<file path="src/shared/serial_adc_defines.svh">
/*
 * constants of the serial converter control port: widths, channel codes,
 * test levels, output length codes and conversion timing.
 * assumes a 40 MHz system clock; included by bare name.
 */
`ifndef SERIAL_ADC_DEFINES_SVH
`define SERIAL_ADC_DEFINES_SVH

// ----------------------------------------
// widths and counts
// ----------------------------------------
`define ADC_RESULT_W      12
`define ADC_CMD_BITS      5'h08
`define ADC_ADDR_BITS     4'h4
`define ADC_SAMPLE_EDGE   5'h04

// ----------------------------------------
// channel codes and internal test levels
// ----------------------------------------
`define ADC_LAST_EXT_CH   4'hA
`define ADC_CH_TEST_MID   4'hB
`define ADC_CH_TEST_LOW   4'hC
`define ADC_CH_TEST_HIGH  4'hD
`define ADC_TEST_MID      12'h800
`define ADC_TEST_LOW      12'h000
`define ADC_TEST_HIGH     12'hFFF
`define ADC_BIPOLAR_FLIP  12'h800

// ----------------------------------------
// output length codes
// ----------------------------------------
`define ADC_LEN_12        2'h0
`define ADC_LEN_8         2'h1
`define ADC_LEN_16        2'h2

// ----------------------------------------
// timing
// ----------------------------------------
`define ADC_CONV_TIME_NS  10000
`define ADC_CLOCK_MHZ     40
`define ADC_CONV_CYCLES   ((`ADC_CONV_TIME_NS * `ADC_CLOCK_MHZ) / 1000)
`define ADC_STEP_CYCLES   (`ADC_CONV_CYCLES / `ADC_RESULT_W)

// ----------------------------------------
// reset values
// ----------------------------------------
`define ADC_DONE_RESET    1'b1

`endif

</file>
<file path="src/shared/serial_adc_pkg.sv">
/*
 * types of the serial converter control port.
 * assumes nothing beyond the defines header.
 */
package serial_adc_pkg;

    // synchronised pin levels, kept together
    typedef struct packed {
        logic select_n;
        logic shift_clock;
        logic command_data;
    } pins_s;

    // transfer port states
    typedef enum logic [2:0] {
        P_IDLE = 3'b001,
        P_XFER = 3'b010,
        P_DONE = 3'b100
    } port_state_e;

    // converter states
    typedef enum logic [1:0] {
        C_READY = 2'b01,
        C_CONV  = 2'b10
    } conv_state_e;

    typedef logic [11:0] sample_t;

endpackage : serial_adc_pkg

</file>
<file path="src/verilog/serial_adc_control_port.sv">
/*
 * serial control and result port of a 12-bit successive-approximation
 * converter with a 14-way input selector, modelled with digital samples.
 * assumes the host pins are asynchronous and slow against i_clock
 * (shift clock well under a quarter of the system rate); the analogue
 * inputs and format ports are steady words in the i_clock domain.
 */
`timescale 1ns/10ps
`include "serial_adc_defines.svh"

// Summary of operation
// - select falling resets counters, enables pins
// - select rising stops command and shift capture
// - four-bit address picks next conversion input
// - address msb first on first four rises
// - remaining command bits follow on later rises
// - result pin driven only while selected
// - first result bit appears at select fall
// - each falling edge advances result bit
// - done drops after final falling edge
// - done rises once new result ready
// - fourteen inputs: eleven external, three test
// - sampling happens automatically within transfer
// - conversion yields twelve-bit result
// - conversion completes within ten microseconds
// - unipolar or bipolar signed output format
// - host picks msb or lsb first
// - host picks result output length
// - eight command bits, address after fourth
// - sampling spans fourth to final falling edge
// - remaining bits change on falling edges only
// - final falling edge starts internal conversion
module serial_adc_control_port
    import serial_adc_pkg::*;
(
    // clock and reset
    input  wire logic                  i_clock,
    input  wire logic                  i_reset_n,
    // host pins
    input  wire logic                  i_select_n,
    input  wire logic                  i_shift_clock,
    input  wire logic                  i_command_data,
    // analogue inputs as sampled words
    input  wire logic [10:0][11:0]     i_analog_channel_inputs,
    // format choices
    input  wire logic                  i_bipolar,
    input  wire logic                  i_lsb_first,
    input  wire logic [1:0]            i_out_length,
    // result pin and status
    output logic                       o_result_data,
    output logic                       o_result_oe,
    output logic                       o_done,
    output logic [7:0]                 o_command
);

    // ----------------------------------------
    // helper functions
    // ----------------------------------------

    // input selector, unused codes read as the low test level
    function automatic sample_t select_input(input logic [3:0]       addr,
                                             input logic [10:0][11:0] ins);
        sample_t v;
        v = `ADC_TEST_LOW;
        if (addr <= `ADC_LAST_EXT_CH) begin
            v = ins[addr];
        end else if (addr == `ADC_CH_TEST_MID) begin
            v = `ADC_TEST_MID;
        end else if (addr == `ADC_CH_TEST_HIGH) begin
            v = `ADC_TEST_HIGH;
        end
        return v;
    endfunction : select_input

    // number of shift clocks for a length code
    function automatic logic [4:0] length_of(input logic [1:0] code);
        logic [4:0] n;
        n = 5'h0C;
        if (code == `ADC_LEN_8) begin
            n = 5'h08;
        end else if (code == `ADC_LEN_16) begin
            n = 5'h10;
        end
        return n;
    endfunction : length_of

    // result word placed at the top of the shifter
    function automatic logic [15:0] out_word(input sample_t res, input logic bip,
                                             input logic lsb);
        sample_t v;
        sample_t r;
        v = bip ? (res ^ `ADC_BIPOLAR_FLIP) : res;
        for (int k = 0; k < 12; k++) begin
            r[k] = v[11-k];
        end
        return {(lsb ? r : v), 4'h0};
    endfunction : out_word

    // ----------------------------------------
    // pin synchronisers
    // ----------------------------------------
    pins_s sy1_r;
    pins_s sy2_r;
    pins_s sy3_r;

    // two flops per pin, a third copy only for edge finding
    always_ff @(posedge i_clock) begin
        if (!i_reset_n) begin
            sy1_r <= '{select_n: 1'b1, shift_clock: 1'b0, command_data: 1'b0};
            sy2_r <= '{select_n: 1'b1, shift_clock: 1'b0, command_data: 1'b0};
            sy3_r <= '{select_n: 1'b1, shift_clock: 1'b0, command_data: 1'b0};
        end else begin
            sy1_r <= '{select_n: i_select_n, shift_clock: i_shift_clock,
                       command_data: i_command_data};
            sy2_r <= sy1_r;
            sy3_r <= sy2_r;
        end
    end

    logic sel_fall;
    logic sel_rise;
    logic clk_rise;
    logic clk_fall;

    // shift edges count only while selected
    assign sel_fall = sy3_r.select_n & ~sy2_r.select_n;
    assign sel_rise = ~sy3_r.select_n & sy2_r.select_n;
    assign clk_rise = ~sy2_r.select_n & ~sy3_r.shift_clock & sy2_r.shift_clock;
    assign clk_fall = ~sy2_r.select_n & sy3_r.shift_clock & ~sy2_r.shift_clock;

    // ----------------------------------------
    // transfer port
    // ----------------------------------------
    port_state_e pstate_r,  pstate_nxt;
    logic [4:0]  rise_r,    rise_nxt;
    logic [4:0]  fall_r,    fall_nxt;
    logic [4:0]  len_r,     len_nxt;
    logic [7:0]  cmd_r,     cmd_nxt;
    logic [7:0]  cmdo_r,    cmdo_nxt;
    logic [3:0]  chan_r,    chan_nxt;
    logic [15:0] out_r,     out_nxt;
    logic        oe_r,      oe_nxt;
    sample_t     held_r,    held_nxt;
    logic        start_r,   start_nxt;
    logic        data_r,    data_nxt;
    sample_t     result_r;

    // command capture, result shifting and sampling
    always_comb begin
        pstate_nxt = pstate_r;
        rise_nxt   = rise_r;
        fall_nxt   = fall_r;
        len_nxt    = len_r;
        cmd_nxt    = cmd_r;
        cmdo_nxt   = cmdo_r;
        chan_nxt   = chan_r;
        out_nxt    = out_r;
        oe_nxt     = oe_r;
        held_nxt   = held_r;
        start_nxt  = 1'b0;
        if (sel_fall) begin
            pstate_nxt = P_XFER;
            rise_nxt   = 5'h00;
            fall_nxt   = 5'h00;
            cmd_nxt    = 8'h00;
            oe_nxt     = 1'b1;
            len_nxt    = length_of(i_out_length);
            out_nxt    = out_word(result_r, i_bipolar, i_lsb_first);
        end else if (sel_rise) begin
            pstate_nxt = P_IDLE;
            oe_nxt     = 1'b0;
        end else if (pstate_r == P_XFER) begin
            // eight command bits, msb first
            if (clk_rise && rise_r < `ADC_CMD_BITS) begin
                cmd_nxt  = {cmd_r[6:0], sy2_r.command_data};
                rise_nxt = rise_r + 5'h01;
                if (rise_r == `ADC_CMD_BITS - 5'h01) begin
                    cmdo_nxt = {cmd_r[6:0], sy2_r.command_data};
                end
                if (rise_r == 5'({1'b0, `ADC_ADDR_BITS}) - 5'h01) begin
                    chan_nxt = {cmd_r[2:0], sy2_r.command_data};
                end
            end
            if (clk_fall) begin
                fall_nxt = fall_r + 5'h01;
                out_nxt  = {out_r[14:0], 1'b0};
                // sampling window: fourth to last falling edge
                if (fall_r + 5'h01 >= `ADC_SAMPLE_EDGE) begin
                    held_nxt = select_input(chan_r, i_analog_channel_inputs);
                end
                if (fall_r + 5'h01 == len_r) begin
                    pstate_nxt = P_DONE;
                    start_nxt  = 1'b1;
                end
            end
        end
        // pin level gets its own flop, held low whenever released
        data_nxt = out_nxt[15] & oe_nxt;
    end

    always_ff @(posedge i_clock) begin
        if (!i_reset_n) begin
            pstate_r <= P_IDLE;
            rise_r   <= 5'h00;
            fall_r   <= 5'h00;
            len_r    <= 5'h0C;
            cmd_r    <= 8'h00;
            cmdo_r   <= 8'h00;
            chan_r   <= 4'h0;
            out_r    <= 16'h0000;
            oe_r     <= 1'b0;
            held_r   <= 12'h000;
            start_r  <= 1'b0;
            data_r   <= 1'b0;
        end else begin
            pstate_r <= pstate_nxt;
            rise_r   <= rise_nxt;
            fall_r   <= fall_nxt;
            len_r    <= len_nxt;
            cmd_r    <= cmd_nxt;
            cmdo_r   <= cmdo_nxt;
            chan_r   <= chan_nxt;
            out_r    <= out_nxt;
            oe_r     <= oe_nxt;
            held_r   <= held_nxt;
            start_r  <= start_nxt;
            data_r   <= data_nxt;
        end
    end

    // ----------------------------------------
    // successive-approximation converter
    // ----------------------------------------
    conv_state_e cstate_r, cstate_nxt;
    sample_t     sar_r,    sar_nxt;
    logic [3:0]  bit_r,    bit_nxt;
    logic [5:0]  step_r,   step_nxt;
    sample_t     res_nxt;
    logic        done_r,   done_nxt;
    sample_t     trial;

    // one result bit per step; twelve steps fit inside the time limit
    always_comb begin
        cstate_nxt = cstate_r;
        sar_nxt    = sar_r;
        bit_nxt    = bit_r;
        step_nxt   = step_r;
        res_nxt    = result_r;
        done_nxt   = done_r;
        trial      = sar_r | (12'h001 << bit_r);
        unique case (cstate_r)
            C_READY: begin
                if (start_r) begin
                    cstate_nxt = C_CONV;
                    sar_nxt    = 12'h000;
                    bit_nxt    = 4'hB;
                    step_nxt   = 6'h00;
                    done_nxt   = 1'b0;
                end
            end
            C_CONV: begin
                step_nxt = step_r + 6'h01;
                if (step_r == 6'(`ADC_STEP_CYCLES - 1)) begin
                    step_nxt = 6'h00;
                    if (held_r >= trial) begin
                        sar_nxt = trial;
                    end
                    bit_nxt = bit_r - 4'h1;
                    if (bit_r == 4'h0) begin
                        cstate_nxt = C_READY;
                        res_nxt    = (held_r >= trial) ? trial : sar_r;
                        done_nxt   = 1'b1;
                    end
                end
            end
        endcase
    end

    always_ff @(posedge i_clock) begin
        if (!i_reset_n) begin
            cstate_r <= C_READY;
            sar_r    <= 12'h000;
            bit_r    <= 4'h0;
            step_r   <= 6'h00;
            result_r <= 12'h000;
            done_r   <= `ADC_DONE_RESET;
        end else begin
            cstate_r <= cstate_nxt;
            sar_r    <= sar_nxt;
            bit_r    <= bit_nxt;
            step_r   <= step_nxt;
            result_r <= res_nxt;
            done_r   <= done_nxt;
        end
    end

    // ----------------------------------------
    // outputs, all straight from flops
    // ----------------------------------------
    assign o_result_data = data_r;             // low while released
    assign o_result_oe   = oe_r;
    assign o_done        = done_r;
    assign o_command     = cmdo_r;

endmodule : serial_adc_control_port
</file>
<file path="config.mk">
export PLATFORM = sky130hd
export DESIGN_NAME = serial_adc_control_port
export DESIGN_NICKNAME = d
export VERILOG_FILES = /design/src/shared/serial_adc_pkg.sv /design/src/verilog/serial_adc_control_port.sv
export VERILOG_INCLUDE_DIRS = /design/src /design/src/shared
export SDC_FILE = /design/constraint.sdc
export NUM_CORES = 1
export LEC_CHECK = 0
export BUFFER_PORTS_ARGS = -buffer_cell sky130_fd_sc_hd__buf_2
export CORE_MARGIN = 3
export CORE_UTILIZATION = 40
export DETAILED_ROUTE_END_ITERATION = 7
export GPL_TIMING_DRIVEN = 0
export MAX_ROUTING_LAYER = met4
export SETUP_SLACK_MARGIN = 0.2
export SLEW_MARGIN = 20
export SYNTH_ARGS = -nofsm -noshare
export SYNTH_HDL_FRONTEND = slang
export SYNTH_SLANG_ARGS = --single-unit
</file>
<file path="constraint.sdc">
create_clock -name i_clock -period 3.46 [get_ports i_clock]
set_clock_uncertainty 0.1 [all_clocks]
set_input_delay 0.519 -clock i_clock [delete_from_list [all_inputs] [get_ports i_clock]]
set_output_delay 0.519 -clock i_clock [all_outputs]
set_load 0.02 [all_outputs]
</file>
==> key figures, run 1 <==
Yosys
  – Sequential-to-total area share from yosys stat: 37.01%
  – Post-Syn Nets: between 700 and 800
  – Synth Cell Area: around 5700 um2
  – Top cell type's share of synthesized area: between 30% and 40%
  – Asr flop ratio synth: 0%
  – Synth warnings: 0
  – Distinct cells, synth: 53
  – Prevailing post-synth register cell: dfxtp_1
  – Synthesis-stage register bit count: 106
  – Cells after Synth: 619
  – Leading area contributor after synthesis: dfxtp_1
  – Post-synth EDFFs: 0
  – Leading post-synthesis cells by cell area: dfxtp_1 37%, mux2i_1 13%, ha_1 5.5%
  – Syn Area/Cell: 9.262 um2

CTS
  – CTS Buf Count: 9
  – Clk buf depth: 2
  – TritonCTS clock tree: done
  – TritonCTS Sinks: 106
  – Skew-Pair Late Insertion Delay: 0.35 ns
  – Htree depth: 3
  – Reg clk slew, reported paths: around 0.080 ns
  – CTS Hold Buffers Added: 0
  – Root Driver: clkbuf_16
  – Post-CTS setup buffers: 0

Status
  – Status: completed

Final layout
  – Design Area, Final: 7017 um2
  – Reg area: 2122 um2
  – Fillers: 1,304
  – Area grow syn2layout: 22.39%
  – Final core occ: between 50% and 60%
  – Nets@finish: roughly 950
  – Antenna cell count: 0
  – Area of the multi-input gates: 3390 um2
  – Layout cell share with drive strength beyond 1: 26.53%

Critical path
  – Worst Path Arrival: 2.96 ns
  – Cells on worst reg2reg path: 9
  – Worst-path fanout max: 4
  – Setup CP Type: flop to flop
  – Crit end category: flop
  – Critical Path RT: 3.59 ns
  – Critical path startpoint category: flop

Floorplanning
  – Row cnt: 43
  – Core area: 13,930 um2
  – DIE WIDTH: 125.7 um
  – Die Area: 15,810 um2
  – Die extent in y: 125.7 um
  – Initial Utilization: about 41%
  – I/O pin count: about 150

Power and ir drop
  – PD cells: 354.7 nW/um2
  – LEAKAGE: 0.003062 uW
  – Worst vdd ir: 0.2698 mV

Route
  – Via count: 5,204
  – Iter 0 DRT Violations: 207
  – Routed Wire Length: 15,910 um
  – Drt via density: 5.398
  – TritonRoute pass-1 iters: 4
  – Residual DRC: 0
  – Detail Route Antenna Nets: 0
  – Wire per inst: 16.50 um

Timing
  – Final Critical Period: 2.827 ns
  – Endpoints failing hold: 0
  – Final Slew Violations: 0
  – Final worst slack: 0.6325 ns
  – RSZ-0062 raised after global routing: no
  – Setup violators final: 0
  – Slew at the pin with the worst max-slew slack: roughly 0.77 ns
  – Final period util: between 80% and 90%
  – Fmax: around 350 MHz
  – Slew HR: around half
  – Sum of negative setup slack: 0 ns

GRT
  – GRT Residual Overflow: 0
  – GRT Resource Usage Total: 20.33%
  – Initial antenna violation count: 0
  – Wire length of the first global-routing pass: about 25,000 um
  – Vias in the first global route: 5,294
  – Largest net degree at the start of global routing: 22

Place
  – Pre-CTS setup slack: 0.4522 ns
  – Placed inst area: 6704 um2
  – IO Port Bufs: 149
  – DP HPWL: 12,910 um
  – Routability Congestion: 0.9039

Flow run
  – Max_cap viols: 0

Min path
  – HP Class: input port to flop
  – Hold depth: 2
[registers in the layout (all words and copies together), names as in the netlist, 3 cells and up]
name,count
bit_r,4
held_r,12
chan_r,4
step_r,6
pstate_r,3
sy2_r,3
cmd_r,7
o_command,8
out_r,12
len_r,3
fall_r,5
result_r,12
sy1_r,3
sar_r,12
rise_r,5
[cell usage after synthesis, drive strengths merged, types with 8 or more instances]
cell,n
xor2,8
and2,10
inv,16
nand2b,8
a22oi,9
xnor2,8
mux4,12
nor3,10
buf,15
nand2,49
o22ai,9
a2bb2oi,11
ha,25
clkbuf,25
o221a,14
a21o,15
mux2i,76
nor2,71
a21oi,24
o221ai,11
o21ai,37
dfxtp,106
[cells in the final DEF (no fill, tap or decap), drive strengths merged, types with 2 or more instances in the layout]
master,instances
mux4,12
o221a,14
xor2,8
o211a,2
a22oi,9
clkbuf,34
o221ai,11
and2,10
inv,21
clkinv,2
a21o,15
o21ai,37
nor3,10
a31oi,5
xnor2,8
nor4,4
buf,164
dfxtp,106
nand4,5
and3,3
a2bb2oi,11
o22ai,9
or4b,2
o311a,3
nand3,6
ha,25
nor2,71
mux2i,76
nor2b,5
a21oi,24
or3,2
nand2b,8
nand2,49
[through the flow]
stage               hold slack [ns]  total power [uW]  instances
global route                 0.2350              2578        964
floorplan                    0.2863              1368        619
CTS                          0.2316              2518        964
detailed placement           0.3018              1482        948
global placement             0.3015              1479        948
finish                       0.2450              2489        964
[critical path, cell delays in order, from the launching register on]
cell and delay (ns):
dfxtp_1 0.38, inv_1 0.12, ha_1 0.28, a21oi_1 0.32
ha_1 0.30, o21ai_0 0.07, a21oi_1 0.06, o31ai_1 0.46
nand2_1 0.24, o311a_1 0.38
[path summary, 6_finish.rpt]
kind                    from           to  slack (ns)
setup / recovery    bit_r[0]  result_r[2]        0.63
hold reg to reg     sy1_r[2]     sy2_r[2]        0.32
setup reg to reg    bit_r[0]  result_r[2]        0.63
hold / removal    i_select_n     sy1_r[2]        0.24
[layout make-up]
cell class | instances | share of cell area, %
buffer | 40 | 2.389
clock buffer | 9 | 3.210
clock inverter | 7 | 1.159
inverter | 16 | 0.8559
multi-input combinational | 457 | 48.31
sequential | 106 | 30.24
tap | 180 | 3.210
timing repair buffer | 149 | 10.63
[what timing repair did]
action | 4_1_cts | 5_1_grt
resized for setup | 0 | 1
endpoints found under the hold margin | 0 | 0
setup endpoints to repair | 0 | 3
[routing by layer]
metal  vias up  track usage (%)  part of all wire (%)
li1       2577                -                     -
met1      2412            23.94                    43
met2       186            34.86                    49
met3        29            3.647                   5.5
met4         0            7.270                   2.4
met5         -                -                     0
[cells by family after synthesis]
family	share of synthesized area (%)
AOI/OAI and AO/OA	18.66
xor gates and xnor gates	2.444
adders and majority gates	5.456
buffers and inverters	3.972
DFF	37.01
muxes	18.18
and+or+nand+nor	14.27
[power breakdown]
part / leakage, uW / internal [uW] / switching, uW
combinational: 0.00206 / 112 / 103
clock: 0.000150 / 519 / 516
sequential: 0.000857 / 1230 / 6.84
total: 0.00306 / 1860 / 626
Note: power is estimated with default switching activity, not from simulation.
==> run 2, diff against run 1 <==
PLACE_DENSITY = 0.66   (was default)
clock period = 2.3 ns   (was 3.46 ns; I/O delays follow)
==> key figures, run 2 (synthesis gave the netlist of run 1 again) <==
GRT
  – Met2 GRT Util: 39.40%
  – Grt met3 use: 3.308%
  – Initial antenna violation count: 3
  – Wire length of the first global-routing pass: between 20,000 and 30,000 um
  – Largest net degree at the start of global routing: 20
  – Vias in the first global route: ~5,600
  – GR Util met1: 24.23%
  – GRT Residual Overflow: 0
  – GRT Resource Usage Total: 21.86%
  – Busiest grt layer: met2

CTS
  – TritonCTS Sinks: between 100 and 150
  – CTS Hold Buffers Added: 0
  – Root Driver: clkbuf_16
  – Htree depth: 3
  – TritonCTS clock tree: done
  – Clk buf depth: 2
  – Reg clk slew, reported paths: 0.08 ns
  – Skew-Pair Late Insertion Delay: 0.35 ns
  – CTS Buf Count: 9

Critical path
  – Most used cell along the critical path: buf_4
  – Largest stage delay, worst path: 0.38 ns
  – Setup CP Type: flop to flop
  – CP bufs+invs: 3
  – Worst-path fanout max: 5
  – Critical path startpoint category: flop
  – Critical path cell sequence: nor2b_4 -> buf_4 -> a21oi_4 -> ha_4 -> nand4_1 -> buf_4 -> nor3_4 -> nor4_2 -> buf_4 -> a211o_4 -> o21ai_0
  – Crit end category: flop
  – Cells on worst reg2reg path: 11
  – CP max stage cell: dfxtp_4
  – Critical R2R Launch: bit_r[3]
  – Largest delay share family, worst path: compound AO/OA/AOI/OAI gates
  – R2R setup slack: -0.21 ns
  – Critical Path RT: 2.47 ns
  – Worst R2R End: sar_r[6]
  – Worst Path Arrival: ~2.7 ns

Route
  – Residual DRC: 0
  – Routed Wire Length: around 18,000 um
  – TritonRoute pass-1 iters: 5
  – Wire per inst: around 18 um
  – Drt via density: 5.548
  – Via count: 5,576
  – Iter 0 DRT Violations: 386
  – Detail Route Antenna Nets: 0

Flow run
  – Max_cap viols: 0

Place
  – Placed inst area: 6780 um2
  – Placed cell count: approximately 950
  – DP HPWL: 13,320 um
  – Pre-CTS setup slack: -0.2271 ns
  – Routability Congestion: ~0.95
  – IO Port Bufs: 149

Timing
  – Setup violators final: 17
  – Sum of negative setup slack: -2.498 ns
  – Slew HR: 53.21%
  – Final period util: 109.2%
  – Final Critical Period: between 2 and 3 ns
  – Final worst slack: -0.2108 ns
  – Slew at the pin with the worst max-slew slack: 0.7018 ns
  – RSZ-0062 raised after global routing: yes
  – Fmax: 398.3 MHz
  – Endpoints failing hold: 0
  – Final Slew Violations: 0

Min path
  – Hold depth: 2
  – Hold Path Origin: i_select_n
  – Hold endpoint: sy1_r[2]
  – HP Class: input port to flop

Floorplanning
  – I/O pin count: around 150
  – Die extent in y: 125.7 um
  – DIE WIDTH: 125.7 um
  – Initial Utilization: between 40% and 50%
  – Die Area: between 15,000 and 20,000 um2
  – Row cnt: 43
  – Core area: 13,930 um2

Power and ir drop
  – Worst vdd ir: 0.3643 mV
  – LEAKAGE: 0.003488 uW
  – PD cells: 466.9 nW/um2

Final layout
  – Fillers: 1,170
  – Post-Layout Cell Count: 1,005
  – Reg area: 2140 um2
  – Most frequent cells in the layout: 150 x buf_2, 100 x dfxtp_1, 75 x mux2i_1
  – Nets@finish: 983
  – Design Area, Final: 7959 um2
  – Area of the multi-input gates: 3940 um2
  – Layout cell share with drive strength beyond 1: just under 40%
  – Most common cell after layout, fill and taps aside: buf_2
  – Area grow syn2layout: 38.83%

Status
  – Failing checks: negative setup slack
  – Status: finished with violations
[run 2: cell types whose count changed in the layout (fill, tap and decap cells not counted), sizes merged]
cell      change
a211o         +1
buf          +37
clkinvlp      +1
diode         +3
inv           -1
[run 2: worst max path at each step]
stage                  start           to  slack [ns]  depth (start not counted)
finish              bit_r[3]     sar_r[6]       -0.21                         11
global route        bit_r[3]     sar_r[6]       -0.31                         11
CTS                 bit_r[3]     sar_r[6]       -0.13                          8
detailed placement  bit_r[0]  result_r[1]       -0.23                          8
global placement    bit_r[0]  result_r[1]       -0.19                          8
floorplan           bit_r[1]  result_r[1]        0.13                          9
[run 2: routing by layer]
metal  routed length [um]  vias up
met2                 9613      208
met5                    0        -
met3                  797       36
li1                     -     2669
met1                 7297     2663
met4                  484        0
[run 2: cell type report]
cell class              count  share of cell area [%]
diodes                      3                 0.09432
multi-input cells         458                   49.50
plain buffers              40                   2.814
inverters                  16                  0.8489
flip-flops and latches    106                   26.88
clock inverters             7                  0.7232
well taps                 180                   2.830
repair buffers            186                   13.47
clock buffers               9                   2.830
[run 2: timing repair]
action                     CTS  global route
buffers inserted            16            18
gates cloned                 1             3
pin swaps                   13            40
resized for setup           51            98
setup endpoints to repair   66            81
[run 2: per-stage QoR]
stage	power [uW]	util, %	hold slack [ns]
after floorplan	2058	-	0.2863
after global placement	2225	48.66	0.2921
after detailed placement	2232	48.66	0.3097
after CTS	3692	53.08	0.07241
after global routing	3824	57.12	0.09158
final	3716	57.12	0.07336
[run 2: where the power goes]
part	internal (uW)	switching, uW	total (uW)	leakage [uW]
clock	756	750	1510	0.000140
combinational	178	173	350	0.00249
sequential	1850	11.6	1860	0.000860
total	2780	934	3720	0.00349
